--- src/swdc_pkg.sv ---
// Shared constants and types of the single-wire debug command port
// ************************************************************
// Notes on behaviour
// - To send 0, hold line low 13 cycles from bit start, then speedup pulse.
// - Host falling edge is synchronised into the debug clock before use.
// - Every command but the speed probe opens with 8-bit code, MSB first.
// - Delay slot gives the target 16 cycles to carry out the operation.
// - Non-intrusive codes always accepted; halted-only codes only while halted.
// - Address 16 bits in; byte data 8 bits; word data 16 bits.
// - E4 returns status/control byte; C4 loads it from received control byte.
// - Code 90 halts the CPU only when the debug mode enable bit is set.
// - E0 reads byte; E1 adds status first; E8 re-reads last read address.
// - C0 writes byte during delay; C1 also returns status afterwards.
// - E2 returns match register, C2 loads it; no delay slot for either.
// - Halted codes 08 resume, 10 single step, 18 resume with tagging.
// - Codes 68/69 return byte registers, 6B/6C/6F return word registers.
// - Codes 48/49 load byte registers, 4B/4C/4F load word registers.
// - Code 70 bumps index pair then reads byte there; 71 adds status.
// - Code 50 bumps index pair then writes byte there; 51 adds status.
// - After long low: wait high, wait 16, drive low 128, 1-cycle pulse.
// - Nominal bit is 16 cycles; 512 cycles without host edge aborts command.
// - Host-sent bits are sampled 10 cycles after bit start; no drive then.
// - To send 1, leave line alone and pulse high 7 cycles after bit start.
// ************************************************************
`default_nettype none
package swdc_pkg;
  // ************************************************************
  // Timing, in debug clock cycles
  // ************************************************************
  typedef logic [9:0] swdc_cnt_t;
  localparam swdc_cnt_t BIT_NOMINAL_CYC = 10'h010;
  localparam swdc_cnt_t TX0_LOW_CYC = 10'h00D;
  localparam swdc_cnt_t TX1_PULSE_AT = 10'h007;
  localparam swdc_cnt_t RX_SAMPLE_AT = 10'h00A;
  localparam swdc_cnt_t SYNC_REQ_MIN_CYC = 10'h080;
  localparam swdc_cnt_t SYNC_GAP_CYC = 10'h010;
  localparam swdc_cnt_t SYNC_LOW_CYC = 10'h080;
  localparam swdc_cnt_t TIMEOUT_CYC = 10'h200;
  // ************************************************************
  // Field lengths, control layout, register selects
  // ************************************************************
  localparam logic [4:0] LEN_BYTE_BITS = 5'h08;
  localparam logic [4:0] LEN_WORD_BITS = 5'h10;
  localparam logic [7:0] CTRL_RESET = 8'h00;
  localparam int unsigned ENABLE_BIT_POS = 7;
  localparam int unsigned HALTED_BIT_POS = 6;
  localparam logic [2:0] REG_SEL_HX = 3'h4;
  // ************************************************************
  // Command codes
  // ************************************************************
  localparam logic [7:0] CMD_HALT = 8'h90;
  localparam logic [7:0] CMD_RD_STATUS = 8'hE4;
  localparam logic [7:0] CMD_WR_CTRL = 8'hC4;
  localparam logic [7:0] CMD_MEM_RD = 8'hE0;
  localparam logic [7:0] CMD_MEM_RD_SS = 8'hE1;
  localparam logic [7:0] CMD_MEM_RD_LAST = 8'hE8;
  localparam logic [7:0] CMD_MEM_WR = 8'hC0;
  localparam logic [7:0] CMD_MEM_WR_SS = 8'hC1;
  localparam logic [7:0] CMD_RD_MATCH = 8'hE2;
  localparam logic [7:0] CMD_WR_MATCH = 8'hC2;
  localparam logic [7:0] CMD_GO = 8'h08;
  localparam logic [7:0] CMD_STEP = 8'h10;
  localparam logic [7:0] CMD_TAG_GO = 8'h18;
  localparam logic [7:0] CMD_RD_ACC = 8'h68;
  localparam logic [7:0] CMD_RD_FLAGS = 8'h69;
  localparam logic [7:0] CMD_RD_PC = 8'h6B;
  localparam logic [7:0] CMD_RD_HX = 8'h6C;
  localparam logic [7:0] CMD_RD_SP = 8'h6F;
  localparam logic [7:0] CMD_WR_ACC = 8'h48;
  localparam logic [7:0] CMD_WR_FLAGS = 8'h49;
  localparam logic [7:0] CMD_WR_PC = 8'h4B;
  localparam logic [7:0] CMD_WR_HX = 8'h4C;
  localparam logic [7:0] CMD_WR_SP = 8'h4F;
  localparam logic [7:0] CMD_NEXT_RD = 8'h70;
  localparam logic [7:0] CMD_NEXT_RD_SS = 8'h71;
  localparam logic [7:0] CMD_NEXT_WR = 8'h50;
  localparam logic [7:0] CMD_NEXT_WR_SS = 8'h51;
  // ************************************************************
  // Command plan
  // ************************************************************
  typedef enum logic [1:0] {LEN_NONE, LEN_BYTE, LEN_WORD} swdc_len_t;
  typedef enum logic [3:0] {
    OP_NONE, OP_HALT, OP_WR_CTRL, OP_MEM_RD, OP_MEM_RD_LAST, OP_MEM_WR,
    OP_RD_MATCH, OP_WR_MATCH, OP_GO, OP_STEP, OP_TAG_GO, OP_REG_RD,
    OP_REG_WR, OP_NEXT_RD, OP_NEXT_WR
  } swdc_op_t;
  typedef struct packed {
    logic valid;
    logic halted_only;
    logic need_addr;
    swdc_len_t wlen;
    swdc_op_t op;
    logic tx_ss;
    swdc_len_t rlen;
  } swdc_plan_t;
endpackage
`default_nettype wire

--- src/swdc_bit_if.sv ---
// Bit-level hand-off between command sequencer and line engine
`default_nettype none
interface swdc_bit_if;
  logic tx_en;
  logic tx_bit;
  logic done;
  logic rx_bit;
  logic abort;
  modport eng (input tx_en, input tx_bit, output done, output rx_bit, output abort);
  modport seq (output tx_en, output tx_bit, input done, input rx_bit, input abort);
endinterface
`default_nettype wire

--- src/swdc_bit_engine.sv ---
// Line engine: bit timing, speed-probe response and inactivity timeout
`default_nettype none
module swdc_bit_engine
  import swdc_pkg::*;
#(
  parameter swdc_cnt_t TIMEOUT = TIMEOUT_CYC
) (
  input wire logic mclk,
  input wire logic reset,
  input wire logic line_in,
  output logic line_out,
  output logic line_oe,
  swdc_bit_if.eng bif
);
  if (TIMEOUT <= SYNC_REQ_MIN_CYC) begin : g_chk
    $error("swdc_bit_engine: TIMEOUT must exceed the speed-probe threshold");
  end

  typedef enum logic [2:0] {
    E_IDLE, E_RX, E_TX0, E_TX1, E_SYNC_WAIT, E_SYNC_GAP, E_SYNC_LOW, E_SYNC_PULSE
  } swdc_eng_t;
  typedef struct packed {
    swdc_eng_t st;
    logic s1;
    logic s2;
    logic s3;
    swdc_cnt_t cnt;
    swdc_cnt_t low;
    swdc_cnt_t idle;
    logic out;
    logic oe;
    logic done;
    logic rx;
    logic abort;
  } swdc_eng_state_t;

  swdc_eng_state_t q, n;
  logic fall;

  always_comb begin
    n = q;
    n.done = 1'b0;
    n.abort = 1'b0;
    // Only s2 and s3 feed logic; s1 is the metastability stage
    n.s1 = line_in;
    n.s2 = q.s1;
    n.s3 = q.s2;
    fall = q.s3 & ~q.s2;
    n.low = q.s2 ? '0 : ((q.low == SYNC_REQ_MIN_CYC) ? q.low : q.low + 10'h001);
    // ************************************************************
    // Inactivity timeout, fires once per silence
    // ************************************************************
    if (fall) begin
      n.idle = '0;
    end else if (q.idle != TIMEOUT) begin
      n.idle = q.idle + 10'h001;
    end
    if (!fall && q.idle == TIMEOUT - 10'h001) begin
      n.abort = 1'b1;
    end
    unique case (q.st)
      E_IDLE: begin
        if (fall) begin
          n.cnt = '0;
          if (bif.tx_en && !bif.tx_bit) begin
            n.st = E_TX0;
            n.oe = 1'b1;
            n.out = 1'b0;
          end else if (bif.tx_en) begin
            n.st = E_TX1;
          end else begin
            n.st = E_RX;
          end
        end
      end
      E_RX: begin
        n.cnt = q.cnt + 10'h001;
        if (q.cnt == RX_SAMPLE_AT - 10'h001) begin
          n.rx = q.s2;
          n.done = 1'b1;
          n.st = E_IDLE;
        end
      end
      E_TX0: begin
        n.cnt = q.cnt + 10'h001;
        if (q.cnt == TX0_LOW_CYC - 10'h001) begin
          n.out = 1'b1;
        end
        if (q.cnt == TX0_LOW_CYC) begin
          n.oe = 1'b0;
          n.out = 1'b0;
          n.done = 1'b1;
          n.st = E_IDLE;
        end
      end
      E_TX1: begin
        n.cnt = q.cnt + 10'h001;
        if (q.cnt == TX1_PULSE_AT - 10'h001) begin
          n.oe = 1'b1;
          n.out = 1'b1;
        end
        if (q.cnt == TX1_PULSE_AT) begin
          n.oe = 1'b0;
          n.out = 1'b0;
          n.done = 1'b1;
          n.st = E_IDLE;
        end
      end
      E_SYNC_WAIT: begin
        n.cnt = '0;
        if (q.s2) begin
          n.st = E_SYNC_GAP;
        end
      end
      E_SYNC_GAP: begin
        n.cnt = q.cnt + 10'h001;
        if (q.cnt == SYNC_GAP_CYC - 10'h001) begin
          n.cnt = '0;
          n.oe = 1'b1;
          n.out = 1'b0;
          n.st = E_SYNC_LOW;
        end
      end
      E_SYNC_LOW: begin
        n.cnt = q.cnt + 10'h001;
        if (q.cnt == SYNC_LOW_CYC - 10'h001) begin
          n.out = 1'b1;
          n.st = E_SYNC_PULSE;
        end
      end
      E_SYNC_PULSE: begin
        n.oe = 1'b0;
        n.out = 1'b0;
        n.st = E_IDLE;
      end
    endcase
    // Checked only in E_IDLE and E_RX, never during our own drive, but s2 lags, so our own 128-cycle sync low trips it in the E_IDLE cycle after the pulse
    if ((q.st == E_IDLE || q.st == E_RX) && !q.s2 && q.low == SYNC_REQ_MIN_CYC - 10'h001) begin
      n.st = E_SYNC_WAIT;
      n.abort = 1'b1;
      n.done = 1'b0;
    end
  end

  always_ff @(posedge mclk) begin
    if (reset) begin
      q <= '{st: E_IDLE, s1: 1'b1, s2: 1'b1, s3: 1'b1, default: '0};
    end else begin
      q <= n;
    end
  end

  assign line_out = q.out;
  assign line_oe = q.oe;
  assign bif.done = q.done;
  assign bif.rx_bit = q.rx;
  assign bif.abort = q.abort;
endmodule // swdc_bit_engine
`default_nettype wire

--- src/swdc_port.sv ---
// Target-side debug command port: command decode, sequencing and execution
`default_nettype none
module swdc_port (
  input wire logic mclk,
  input wire logic reset,
  input wire logic debug_line_in,
  output logic debug_line_out,
  output logic debug_line_oe,
  input wire logic cpu_halted,
  input wire logic [15:0] cpu_hx,
  output logic halt_req,
  output logic resume_req,
  output logic step_req,
  output logic tag_req,
  output logic [2:0] reg_sel,
  output logic reg_rd,
  output logic reg_wr,
  output logic [15:0] reg_wdata,
  input wire logic [15:0] reg_rdata,
  output logic mem_rd,
  output logic mem_wr,
  output logic [15:0] mem_addr,
  output logic [7:0] mem_wdata,
  input wire logic [7:0] mem_rdata,
  output logic [15:0] match_addr,
  output logic [7:0] status_ctrl
);
  import swdc_pkg::*;

  // ************************************************************
  // Decode
  // ************************************************************
  function automatic swdc_plan_t decode(input logic [7:0] c);
    swdc_plan_t p;
    p = '{valid: 1'b1, halted_only: 1'b0, need_addr: 1'b0, wlen: LEN_NONE,
          op: OP_NONE, tx_ss: 1'b0, rlen: LEN_NONE};
    case (c)
      CMD_HALT: p.op = OP_HALT;
      CMD_RD_STATUS: p.tx_ss = 1'b1;
      CMD_WR_CTRL: begin
        p.wlen = LEN_BYTE;
        p.op = OP_WR_CTRL;
      end
      CMD_MEM_RD, CMD_MEM_RD_SS: begin
        p.need_addr = 1'b1;
        p.op = OP_MEM_RD;
        p.tx_ss = (c == CMD_MEM_RD_SS);
        p.rlen = LEN_BYTE;
      end
      CMD_MEM_RD_LAST: begin
        p.op = OP_MEM_RD_LAST;
        p.tx_ss = 1'b1;
        p.rlen = LEN_BYTE;
      end
      CMD_MEM_WR, CMD_MEM_WR_SS: begin
        p.need_addr = 1'b1;
        p.wlen = LEN_BYTE;
        p.op = OP_MEM_WR;
        p.tx_ss = (c == CMD_MEM_WR_SS);
      end
      CMD_RD_MATCH: begin
        p.op = OP_RD_MATCH;
        p.rlen = LEN_WORD;
      end
      CMD_WR_MATCH: begin
        p.wlen = LEN_WORD;
        p.op = OP_WR_MATCH;
      end
      CMD_GO: begin
        p.halted_only = 1'b1;
        p.op = OP_GO;
      end
      CMD_STEP: begin
        p.halted_only = 1'b1;
        p.op = OP_STEP;
      end
      CMD_TAG_GO: begin
        p.halted_only = 1'b1;
        p.op = OP_TAG_GO;
      end
      CMD_RD_ACC, CMD_RD_FLAGS: begin
        p.halted_only = 1'b1;
        p.op = OP_REG_RD;
        p.rlen = LEN_BYTE;
      end
      CMD_RD_PC, CMD_RD_HX, CMD_RD_SP: begin
        p.halted_only = 1'b1;
        p.op = OP_REG_RD;
        p.rlen = LEN_WORD;
      end
      CMD_WR_ACC, CMD_WR_FLAGS: begin
        p.halted_only = 1'b1;
        p.wlen = LEN_BYTE;
        p.op = OP_REG_WR;
      end
      CMD_WR_PC, CMD_WR_HX, CMD_WR_SP: begin
        p.halted_only = 1'b1;
        p.wlen = LEN_WORD;
        p.op = OP_REG_WR;
      end
      CMD_NEXT_RD, CMD_NEXT_RD_SS: begin
        p.halted_only = 1'b1;
        p.op = OP_NEXT_RD;
        p.tx_ss = (c == CMD_NEXT_RD_SS);
        p.rlen = LEN_BYTE;
      end
      CMD_NEXT_WR, CMD_NEXT_WR_SS: begin
        p.halted_only = 1'b1;
        p.wlen = LEN_BYTE;
        p.op = OP_NEXT_WR;
        p.tx_ss = (c == CMD_NEXT_WR_SS);
      end
      default: p.valid = 1'b0;
    endcase
    return p;
  endfunction

  // Bytes travel in the upper half so the shifter always sends bit 15 first
  function automatic logic [15:0] align(input swdc_len_t l, input logic [15:0] v);
    return (l == LEN_BYTE) ? {v[7:0], 8'h00} : v;
  endfunction

  // ************************************************************
  // State
  // ************************************************************
  typedef enum logic [2:0] {M_CMD, M_ADDR, M_WDATA, M_EXEC, M_CAPT, M_TX_SS, M_TX_RD} swdc_phase_t;
  typedef struct packed {
    swdc_phase_t phase;
    logic [4:0] cnt;
    logic [15:0] sh;
    logic [15:0] tx;
    logic tx_en;
    swdc_plan_t plan;
    logic [2:0] sel;
    logic [15:0] addr;
    logic [15:0] last_addr;
    logic [15:0] rd;
    logic [7:0] ctrl;
    logic [15:0] match;
    logic halt;
    logic resume;
    logic step;
    logic tag;
    logic [2:0] reg_sel;
    logic reg_rd;
    logic reg_wr;
    logic [15:0] reg_wdata;
    logic mem_rd;
    logic mem_wr;
    logic [15:0] mem_addr;
    logic [7:0] mem_wdata;
  } swdc_port_state_t;

  swdc_port_state_t q, n;
  swdc_plan_t pl;
  logic [4:0] last_bit;
  logic [15:0] hx_next;
  logic [7:0] status;

  // The engine owns all line timing; the sequencer only ever sees whole bits
  swdc_bit_if bif ();

  swdc_bit_engine #(
    .TIMEOUT(TIMEOUT_CYC)
  ) u_eng (
    .mclk(mclk),
    .reset(reset),
    .line_in(debug_line_in),
    .line_out(debug_line_out),
    .line_oe(debug_line_oe),
    .bif(bif)
  );

  assign bif.tx_en = q.tx_en;
  assign bif.tx_bit = q.tx[15];

  always_comb begin
    n = q;
    pl = decode(q.sh[7:0]);
    hx_next = cpu_hx + 16'h0001;
    status = q.ctrl;
    status[HALTED_BIT_POS] = cpu_halted;
    n.halt = 1'b0;
    n.resume = 1'b0;
    n.step = 1'b0;
    n.tag = 1'b0;
    n.reg_rd = 1'b0;
    n.reg_wr = 1'b0;
    n.mem_rd = 1'b0;
    n.mem_wr = 1'b0;
    unique case (q.phase)
      M_ADDR: last_bit = LEN_WORD_BITS - 5'h01;
      M_WDATA, M_TX_RD: last_bit = ((q.phase == M_WDATA ? q.plan.wlen : q.plan.rlen) == LEN_BYTE)
                                   ? LEN_BYTE_BITS - 5'h01 : LEN_WORD_BITS - 5'h01;
      default: last_bit = LEN_BYTE_BITS - 5'h01;
    endcase
    if (bif.abort) begin
      // Nothing has been touched before the execute step, so dropping is clean
      n.phase = M_CMD;
      n.cnt = '0;
      n.tx_en = 1'b0;
    end else begin
      unique case (q.phase)
        M_CMD, M_ADDR, M_WDATA: begin
          if (bif.done) begin
            n.sh = {q.sh[14:0], bif.rx_bit};
            n.cnt = q.cnt + 5'h01;
            if (q.cnt == last_bit) begin
              n.cnt = '0;
              pl = decode(n.sh[7:0]);
              if (q.phase == M_CMD) begin
                n.sel = n.sh[2:0];
                // Halted state is judged at decode only; a CPU that resumes mid-command is not caught
                if (pl.valid && (!pl.halted_only || cpu_halted)) begin
                  n.plan = pl;
                  n.phase = pl.need_addr ? M_ADDR : (pl.wlen != LEN_NONE) ? M_WDATA : M_EXEC;
                end
              end else if (q.phase == M_ADDR) begin
                n.addr = n.sh;
                n.phase = (q.plan.wlen != LEN_NONE) ? M_WDATA : M_EXEC;
              end else begin
                n.phase = M_EXEC;
              end
            end
          end
        end
        // Strobes fire two cycles after the done pulse of the last received bit; nothing waits for an ack
        M_EXEC: begin
          n.phase = M_CAPT;
          unique case (q.plan.op)
            OP_HALT: n.halt = q.ctrl[ENABLE_BIT_POS];
            OP_WR_CTRL: n.ctrl = q.sh[7:0];
            OP_MEM_RD: begin
              n.mem_rd = 1'b1;
              n.mem_addr = q.addr;
              n.last_addr = q.addr;
            end
            OP_MEM_RD_LAST: begin
              n.mem_rd = 1'b1;
              n.mem_addr = q.last_addr;
            end
            OP_MEM_WR: begin
              n.mem_wr = 1'b1;
              n.mem_addr = q.addr;
              n.mem_wdata = q.sh[7:0];
            end
            OP_WR_MATCH: n.match = q.sh;
            OP_GO: n.resume = 1'b1;
            OP_STEP: n.step = 1'b1;
            OP_TAG_GO: n.tag = 1'b1;
            OP_REG_RD: begin
              n.reg_rd = 1'b1;
              n.reg_sel = q.sel;
            end
            OP_REG_WR: begin
              n.reg_wr = 1'b1;
              n.reg_sel = q.sel;
              n.reg_wdata = (q.plan.wlen == LEN_BYTE) ? {8'h00, q.sh[7:0]} : q.sh;
            end
            OP_NEXT_RD, OP_NEXT_WR: begin
              n.reg_wr = 1'b1;
              n.reg_sel = REG_SEL_HX;
              n.reg_wdata = hx_next;
              n.mem_addr = hx_next;
              n.mem_rd = (q.plan.op == OP_NEXT_RD);
              n.mem_wr = (q.plan.op == OP_NEXT_WR);
              n.mem_wdata = q.sh[7:0];
              if (q.plan.op == OP_NEXT_RD) begin
                n.last_addr = hx_next;
              end
            end
            default: n.phase = M_CAPT;
          endcase
        end
        // Read data is taken at the end of the strobe cycle, so sources must answer at once
        M_CAPT: begin
          if (q.plan.op == OP_REG_RD) begin
            n.rd = reg_rdata;
          end else if (q.plan.op == OP_RD_MATCH) begin
            n.rd = q.match;
          end else begin
            n.rd = {8'h00, mem_rdata};
          end
          if (q.plan.tx_ss) begin
            n.phase = M_TX_SS;
            n.tx = {status, 8'h00};
            n.tx_en = 1'b1;
          end else if (q.plan.rlen != LEN_NONE) begin
            n.phase = M_TX_RD;
            n.tx = align(q.plan.rlen, n.rd);
            n.tx_en = 1'b1;
          end else begin
            n.phase = M_CMD;
          end
        end
        M_TX_SS, M_TX_RD: begin
          if (bif.done) begin
            n.tx = {q.tx[14:0], 1'b0};
            n.cnt = q.cnt + 5'h01;
            if (q.cnt == last_bit) begin
              n.cnt = '0;
              if (q.phase == M_TX_SS && q.plan.rlen != LEN_NONE) begin
                n.phase = M_TX_RD;
                n.tx = align(q.plan.rlen, q.rd);
              end else begin
                n.phase = M_CMD;
                n.tx_en = 1'b0;
              end
            end
          end
        end
      endcase
    end
  end

  always_ff @(posedge mclk) begin
    // Control byte starts clear, so halt requests stay off until the host enables them
    if (reset) begin
      q <= '{phase: M_CMD, plan: '{op: OP_NONE, wlen: LEN_NONE, rlen: LEN_NONE, default: '0},
             ctrl: CTRL_RESET, default: '0};
    end else begin
      q <= n;
    end
  end

  // ************************************************************
  // Outputs
  // ************************************************************
  assign halt_req = q.halt;
  assign resume_req = q.resume;
  assign step_req = q.step;
  assign tag_req = q.tag;
  assign reg_sel = q.reg_sel;
  assign reg_rd = q.reg_rd;
  assign reg_wr = q.reg_wr;
  assign reg_wdata = q.reg_wdata;
  assign mem_rd = q.mem_rd;
  assign mem_wr = q.mem_wr;
  assign mem_addr = q.mem_addr;
  assign mem_wdata = q.mem_wdata;
  assign match_addr = q.match;
  assign status_ctrl = q.ctrl;
endmodule // swdc_port
`default_nettype wire

--- config.mk ---
export PLATFORM = sky130hd
export DESIGN_NAME = swdc_port
export DESIGN_NICKNAME = d
export VERILOG_FILES = /design/src/swdc_pkg.sv /design/src/swdc_bit_if.sv /design/src/swdc_bit_engine.sv /design/src/swdc_port.sv
export SDC_FILE = /design/constraint.sdc
export NUM_CORES = 1
export LEC_CHECK = 0
export ABC_CLOCK_PERIOD_IN_PS = 2200
export BUFFER_PORTS_ARGS = -buffer_cell sky130_fd_sc_hd__buf_2
export CORE_MARGIN = 2
export CORE_UTILIZATION = 30
export CTS_CLUSTER_SIZE = 25
export DETAILED_ROUTE_END_ITERATION = 16
export PLACE_DENSITY = 0.55
export SKIP_CTS_REPAIR_TIMING = 1
export SYNTH_ARGS = -nofsm -noshare
export SYNTH_HDL_FRONTEND = slang
export SYNTH_HIERARCHICAL = 1
export SYNTH_SLANG_ARGS = --single-unit
--- constraint.sdc ---
create_clock -name mclk -period 2.2 [get_ports mclk]
set_input_delay 0.44 -clock mclk [delete_from_list [all_inputs] [get_ports mclk]]
set_output_delay 0.44 -clock mclk [all_outputs]
set_load 0.02 [all_outputs]
==> Word level (Yosys, flattened, before mapping) <==
Cells that the tools add are included.
{ "totals": {"ff_bits": 217, "output_inout_bits": 77, "elab_cells": 314} }
{ "op_classes": {"muxes": 92, "n_reduce_logical": 77, "add_sub_neg": 5, "bitwise": 6, "n_eq_ne": 94} }
{ "ops": {"columns": ["op", "count"], "rows": [
  ["8-bit by 7-bit equality test with 1-bit output (second input constant)", 14],
  ["16-bit 2-to-1 mux", 7],
  ["8-bit equality test (second input constant)", 10],
  ["17-bit 2-to-1 mux", 4],
  ["17-bit case mux with 2 select lines", 2],
  ["4-bit case mux with 14 select lines", 1],
  ["16-bit case mux with 3 select lines", 1],
  ["3-bit 2-to-1 mux", 15],
  ["10-bit by 4-bit equality test with 1-bit output (second input constant)", 4],
  ["10-bit case mux with 4 select lines", 1],
  ["16-bit case mux with 2 select lines", 1],
  ["10-bit by 1-bit adder with 10-bit output (second input constant)", 3],
  ["2-bit OR reduction", 15],
  ["4-bit equality test (second input constant)", 7],
  ["1-bit 2-to-1 mux", 27],
  ["27-bit OR reduction", 1],
  ["2-bit 2-to-1 mux", 13],
  ["24-bit 2-to-1 mux", 1],
  ["8-bit 2-to-1 mux", 3],
  ["3-bit case mux with 8 select lines", 1],
  ["3-bit AND reduction", 8],
  ["3-bit equality test (second input constant)", 7],
  ["3-bit by 1-bit != test with 1-bit output (second input constant)", 7],
  ["7-bit AND reduction", 3],
  ["51 further kinds", 118]
]} }

==> Logic depth before layout (Yosys ltp) <==
Gate-level depths: netlist (run 1).
{ "logic_depth": {"word_depth": 18, "mapped_depth": 10} }

==> Cells and area by module <==
The synthesis (run 1) kept the hierarchy.
{ "modules_own_cells": {"columns": ["mod", "n_inst", "seq_area_each_um2", "area_each_um2", "cells_per_inst"], "rows": [
  ["swdc_port", 1, 3523.4, 9093.7, 1146],
  ["swdc_bit_engine", 1, 820.8, 2188.3, 266]
]} }

==> Worst setup path before layout (run 1) <==
No wires, ideal clock.
{ "synth_path": {"kind": "reg2reg", "from": "register q[161] (netlist bit)", "to": "register q[133] (netlist bit)", "setup_slack_ps": -126, "arrival_time_ps": 2256, "path_stages_with_launch": 9, "synth_period_minus_slack_ps": 2326, "cell_sequence": "dfxtp_1 > buf_6 > or3b_1 > or4_4 > o21a_1 > nand3_2 > o221ai_2 > or4_1 > a21oi_1"} }
{ "synth_via": {"elab_chain_len": 11, "word_cells_on_any_way": 50, "classes_between": "eq/ne (27); mux (15); reduce/logical (8)"} }
{ "synth_lines": {"columns": ["item", "line_no", "text"], "rows": [
  ["from (decl)", "swdc_port.sv:154", "swdc_port_state_t q, n;"],
  ["from (signal assigned)", "swdc_port.sv:319", "q <= '{phase: M_CMD, plan: '{op: OP_NONE, wlen: LEN_NONE, rlen: LEN_NONE, default: '0},"],
  ["from (signal assigned)", "swdc_port.sv:322", "q <= n;"],
  ["8-bit by 7-bit equality test with 1-bit output, or another cell as far along", "swdc_port.sv:37", "case (c)"],
  ["17-bit OR reduction (no line)", null, null],
  ["1-bit 2-to-1 mux", "swdc_port.sv:37", null],
  ["1-bit 2-to-1 mux", "swdc_port.sv:208", "if (q.cnt == last_bit) begin"],
  ["1-bit 2-to-1 mux", "swdc_port.sv:205", "if (bif.done) begin"],
  ["1-bit 2-to-1 mux", "swdc_port.sv:203", "unique case (q.phase)"],
  ["1-bit 2-to-1 mux", "swdc_port.sv:197", "if (bif.abort) begin"],
  ["1-bit zero test", "swdc_port.sv:214", "if (pl.valid && (!pl.halted_only || cpu_halted)) begin"],
  ["1-bit logical OR", "swdc_port.sv:214", null],
  ["1-bit logical AND", "swdc_port.sv:214", null],
  ["6-bit AND reduction (no line)", null, null]
]} }
Several ways; a longest one is shown, not always the timed one. The select of a mux whose other input is x is not followed.
A chain may end at the register's enable or synchronous reset.

==> Worst setup path after layout (run 1) <==
{ "layout_path": {"from": "register q[157] (netlist bit)", "to": "register q[133] (netlist bit)"} }
Same word-level chain as after synthesis.

==> results of run 1 <==
==> placed cells by master (no fill, tap or decap), drive strengths merged, types with 15 or more instances in the layout <==
cell / netlist / layout
xor2: 23 / 23
nor2: 208 / 208
and3: 20 / 20
clkbuf: 84 / 37
dfxtp: 217 / 217
a211oi: 53 / 53
buf: 83 / 268
nand4: 16 / 16
nor3: 37 / 37
nand3: 48 / 48
inv: 22 / 24
o21ai: 49 / 49
a21oi: 94 / 94
a22oi: 15 / 15
mux2i: 58 / 58
xnor2: 17 / 17
a311oi: 15 / 15
nand2b: 17 / 17
nand2: 157 / 157
a31oi: 21 / 21
==> area by class of cell <==
type	instances	area, um2	area share, %
well taps	474	593.1	4.269
multi-input cells	1007	6151	44.28
inverters	22	82.58	0.5944
clock inverters	8	125.1	0.9007
repair buffers	269	1864	13.42
flip-flops and latches	217	4349	31.31
clock buffers	36	726.9	5.233
==> metrics by stage <==
step | setup WS (ns) | hold WS [ns] | setup TNS, ns | cells | total power [uW]
floorplan | -0.1127 | 0.3895 | -0.8426 | 1412 | 4326
global placement | -0.1992 | 0.3985 | -1.661 | 1975 | 4482
detailed placement | -0.2288 | 0.4005 | -2.761 | 1975 | 4481
CTS | -0.2595 | 0.08381 | -2.985 | 2019 | 8834
global route | -0.2064 | 0.08792 | -4.641 | 2033 | 9060
finish | -0.1178 | 0.09983 | -0.4544 | 2033 | 8720
==> worst max-delay path by stage <==
stage | end | slack (ns) | cells after the start | start
finish | q[133]$_SDFFE_PP0P_ | -0.12 | 7 | q[157]$_SDFFE_PP0P_
floorplan | q[133]$_SDFFE_PP0P_ | -0.11 | 8 | q[161]$_SDFFE_PP0P_
detailed placement | q[128]$_SDFFE_PP0P_ | -0.23 | 9 | q[157]$_SDFFE_PP0P_
global placement | q[128]$_SDFFE_PP0P_ | -0.20 | 9 | q[157]$_SDFFE_PP0P_
global route | q[133]$_SDFFE_PP0P_ | -0.21 | 7 | q[133]$_SDFFE_PP0P_
CTS | q[127]$_SDFFE_PP0P_ | -0.26 | 9 | q[157]$_SDFFE_PP0P_
==> sequential cells by signal (all words and copies together) (netlist names), 2 cells and up <==
register / flops
q: 99
reg_wdata: 16
match_addr: 16
reg_sel: 3
u_eng/n: 2
mem_addr: 16
mem_wdata: 8
status_ctrl: 8
u_eng/q: 34
==> worst max-delay path, stage by stage (launching register included) <==
cell and delay, ns:
dfxtp_2 0.34, or3b_4 0.40, or4_4 0.47, and4_4 0.22, o21ai_4 0.07, o221ai_4 0.12
or4_1 0.51, a21oi_2 0.12
==> cell families after synthesis <==
kind of cell,count (synthesis)
compound gates,316
xor+xnor,40
fa+ha+maj,10
buf+inv,189
flops,217
mux,62
simple gates,578
==> layer usage <==
layer,vias up,GRT usage (%),routed length (um)
li1,5195,-,-
met1,5043,22.95,15820
met2,282,26.68,15170
met3,46,2.793,1977
met4,2,3.704,563
met5,-,0,11
==> power breakdown <==
part	switching (uW)	total [uW]	internal (uW)	leakage (uW)
logic	257	421	164	0.00331
registers	30.5	3980	3950	0.00175
clock network	1680	4320	2640	0.000422
total	1960	8720	6760	0.00549
==> Yosys cell counts (all sizes together) (12+ instances only) <==
library cell  count
nand4            16
o21ai            49
and3             20
buf              83
nand3            48
a31oi            21
nor3             37
a21oi            94
a311oi           15
xnor2            17
or3              12
mux2i            58
nand2           157
clkbuf           84
a22oi            15
dfxtp           217
nand2b           17
nor2            208
xor2             23
a211oi           53
inv              22
==> impl_results.md, run 1 <==
* Hold depth at 2
* Vias per inst at 5.198
* Area grow syn2layout at 23.13%
* Post-synthesis sequential area ratio at 38.51%
* Simple logic cell fraction of the synthesized area at 24.18%
* Vias in the first global route at 9865
* Clk slew on worst S/H paths at 0.06 ns
* Diode count at 0
* CTS max path bufs at 3
* Tightest Hold Check Type: primary input to register
* Leak Pwr at 0.005486 uW
* GRT Overall Usage at 16.50%
* Post-Synth Adder-Cell Area at 1.109%
* Rows at 71
* Die H at 197.9 um
* R2R setup slack at -0.12 ns
* Fin. max-slew vios at 0
* Worst-Margin Slew at 0.7191 ns
* GR Overflow Total at 0
* Worst Skew at 0.01191 ns
* Pwr/cell area at 627.7 nW/um2
* Initial antenna violation count at 1
* Die footprint at 39170 um2
* Failing checks: setup timing
* Reg2reg end: q[133]$_SDFFE_PP0P_
* Ys Warns at 6
* First-pass GRT wire length at 52.66 mm
* Total core area at 37310 um2
* Initial Utilization at 30.24%
* Synth Instances at 1412
* Worst-path fanout max at 4
* Largest net degree at the start of global routing at 56
* Fillers at 3862
* Util after Layout at 37.23%
* IO buf count at 120
* Worst Path Arrival at 2.77 ns
* Hold Path End: u_eng/n[36]$_SDFF_PP1_
* Hold_sp: debug_line_in
* Netlist cell types at 81
* IO Pins at 121
* Number of synthesized flops with an enable pin at 0
* Register-to-Register Path Depth at 7
* Mux contribution to synthesized area at 5.545%
* Period utilization at 105.4%
* DRT Pass-1 Iters at 5
* Synthesized area per cell at 7.990 um2
* Synth area leader: dfxtp_1
* Final setup fails at 7
* Compound-gate portion of the synthesized area at 18.69%
* Share of cells above drive strength 1 at 23.73%
* CTS tree: built
* RePlAce Congestion at 0.9038
* Post-route ant nets at 0
* XOR/XNOR Fraction of Synth Area at 3.172%
* Cell area after synthesis at 11280 um2
* Crit end category: register
* Req. time, crit path at 2.66 ns
* Clk_lat worst skew at 0.53 ns
* Count of clock tree sinks at 217
* Main combinational cell family by area after synthesis: simple AND/OR/NAND/NOR gates
* Hold Vio Cnt, Final at 0
* Setup repair after global routing missed its margin: yes
* Final WS setup at -0.1178 ns
* Final net count at 1596
* Max_cap viols at 0
* Iteration-0 DRC Markers at 755
* Peak supply drop at 431.3 uV
* Cell area after placement at 12720 um2
* DRC Markers at 0
* CTS buffer count at 25
* Crit Path Category: register to register
* RR Startpoint: q[157]$_SDFFE_PP0P_
* Startpoint Class: register
* Final Cell Area at 13890 um2
* Ys flop type: dfxtp_1
* Clk Tree Root Cell: clkbuf_16
* Status: finished, violations left
* Seq cells post-synth at 217
* WL per Instance at 16.50 um
* Slew Limit Headroom at 52.06%
* Hpwl dp at 24.32 mm
* Share of the synthesized area in the top cell type at 38.51%
* Syn Nets at 1466
* Ys async rst share at 0%
* Area contributors post-synth: dfxtp_1 39%, nor2_1 6.9%, nand2_1 5.2%
* Via count at 10570
* Chip width at 197.9 um
* Minimum clock period at 2.318 ns
* Max Clk Rate at 431.4 MHz
* WL final at 33.55 mm
* Htree depth at 1
Power figures use the tool's default switching activity.
==> run 2: changes to the inputs <==
--- a/config.mk
+++ b/config.mk
@@ -11,7 +11,7 @@
 export CORE_UTILIZATION = 30
 export CTS_CLUSTER_SIZE = 25
 export DETAILED_ROUTE_END_ITERATION = 16
-export PLACE_DENSITY = 0.55
+export PLACE_DENSITY = 0.51
 export SKIP_CTS_REPAIR_TIMING = 1
 export SYNTH_ARGS = -nofsm -noshare
 export SYNTH_HDL_FRONTEND = slang
==> run 2 against run 1 <==
The run still ends with setup timing left. Sequential cell count unchanged. Sequential share of layout area down 0.48 points. Die area unchanged. Power up 3.5%. Non-clock buffer count up 24. Largest cell class unchanged.
==> impl_results.md, run 2 (synthesis results as in run 1) <==
* Total Power at 9023 uW
* Clk Tree Root Cell: clkbuf_16
* Most frequent cells in the layout: 211 x dfxtp_1, 206 x nor2_1, 156 x nand2_1, 153 x buf_4, 119 x buf_2
* Final net count at 1619
* Cell-internal power at 6977 uW
* Max_cap viols at 0
* Crit Path Category: register to register
* Vias in the first global route at 9728
* Switch share at 22.67%
* Htree depth at 1
* Largest net degree at the start of global routing at 61
* DRT Pass-1 Iters at 5
* Die footprint at 39170 um2
* Sw Pwr at 2045 uW
* Peak supply drop at 504.3 uV
* Hold Vio Cnt, Final at 0
* WL final at 34.20 mm
* Clock Power Share at 51.1%
* Util after Layout at 37.90%
* CTS tree: built
* GR Overflow Total at 0
* Pre-CTS WS at -0.2066 ns
* Setup TNS at -0.9289 ns
* Clk_lat worst skew at 0.53 ns
* Top reg by flops: q
* Max Clk Rate at 427.0 MHz
* RR Startpoint: q[157]$_SDFFE_PP0P_
* Hold depth at 2
* Total core area at 37310 um2
* CTS buffer count at 25
* Diode count at 0
* Initial Utilization at 30.24%
* Slew Limit Headroom at 52.14%
* Iteration-0 DRC Markers at 720
* Worst Path Arrival at 2.81 ns
* Vias per inst at 5.086
* Period utilization at 106.4%
* Worst hold margin at 0.1012 ns
* Clk slew on worst S/H paths at 0.06 ns
* IO buf count at 120
* Failing checks: setup timing
* Hold_sp: debug_line_in
* CTS max path bufs at 3
* Rows at 71
* R2R setup slack at -0.14 ns
* Final WS setup at -0.1417 ns
* Status: finished, violations left
* Worst Skew at 0.01127 ns
* Count of clock tree sinks at 217
* Post-route ant nets at 0
* IO Pins at 121
* Worst-path fanout max at 6
* Startpoint Class: register
* Share of cells above drive strength 1 at 25.32%
* Crit end category: register
* Fin. max-slew vios at 0
* Worst-Margin Slew at 0.7171 ns
* Largest register FFs at 99
* GRT Overall Usage at 16.95%
* Leak Pwr at 0.005629 uW
* Combinational share of power at 4.8%
* DRC Markers at 0
* Tightest Hold Check Type: primary input to register
* Pwr/cell area at 638.0 nW/um2
* Minimum clock period at 2.342 ns
* Final setup fails at 22
* First-pass GRT wire length at 53.68 mm
* Initial antenna violation count at 0
* Area grow syn2layout at 25.34%
* Die H at 197.9 um
* Critical Path Start: q[157]$_SDFFE_PP0P_
* Biggest regs: q: 99 flops, u_eng/q: 34 flops
* Most common cell after layout, fill and taps aside: dfxtp_1
* Register-to-Register Path Depth at 9
* Hold Path End: u_eng/n[36]$_SDFF_PP1_
* Setup repair after global routing missed its margin: yes
* Chip width at 197.9 um
* Reg2reg end: q[132]$_SDFFE_PP0P_
* Req. time, crit path at 2.67 ns
* RePlAce Congestion at 0.8846
* Flop pwr share at 44.1%
* Hpwl dp at 25.00 mm
* Via count at 10470
* WL per Instance at 16.62 um
run 2: changes by cell type in the layout (fill, tap and decap cells not counted), sizes merged:
| cell | delta |
|---|---|
| clkinvlp | +3 |
| buf | +24 |
| bufinv | +3 |
| clkinv | +4 |
| clkbuf | -7 |
| or3 | -1 |
| inv | -1 |
run 2: stage by stage:
step           std cells  cell area, um2
6_report            2058           14140
4_1_cts             2028           13700
2_1_floorplan       1412           11290
5_1_grt             2058           14140
3_5_place_dp        1982           12790
3_3_place_gp        1982           12790
run 2: cell type report:
class / count / area [um2]
inverter: 22 / 82.58
clock inverter: 17 / 250.2
clock buffer: 29 / 660.6
multi-input combinational: 1006 / 6122
sequential: 217 / 4359
tap: 474 / 593.1
fill: 3873 / 23170
timing repair buffer: 293 / 2073
run 2: routing by layer:
metal	global-route usage [%]	vias to the layer above	routed length, um
li1	-	5253	-
met1	24.57	4944	16620
met2	26.53	229	15330
met3	2.146	40	1515
met4	4.205	0	734
met5	0	-	0
run 2: how the worst max path moves through the flow:
stage	endpoint	slack [ns]	depth (start not counted)
floorplan	q[133]$_SDFFE_PP0P_	-0.11	8
global placement	q[127]$_SDFFE_PP0P_	-0.18	9
detailed placement	q[128]$_SDFFE_PP0P_	-0.21	9
CTS	q[128]$_SDFFE_PP0P_	-0.23	9
global route	q[130]$_SDFFE_PP0P_	-0.21	10
finish	q[132]$_SDFFE_PP0P_	-0.14	9
run 2: critical path, cell delays in order (launching register included):
cell	delay, ns
dfxtp_2	0.35
or3b_4	0.41
or4_1	0.47
and4_4	0.22
o21ai_4	0.06
o221ai_2	0.11
buf_6	0.16
buf_4	0.15
or2_4	0.22
a21oi_2	0.12
run 2: power groups by stage:
stage / sequential, uW / clock, uW / combinational, uW
finish: 3980 / 4610 / 429
global route: 3980 / 4880 / 473
global placement: 4070 / 0 / 424
detailed placement: 4070 / 0 / 423
floorplan: 4060 / 0 / 269
CTS: 3990 / 4740 / 425
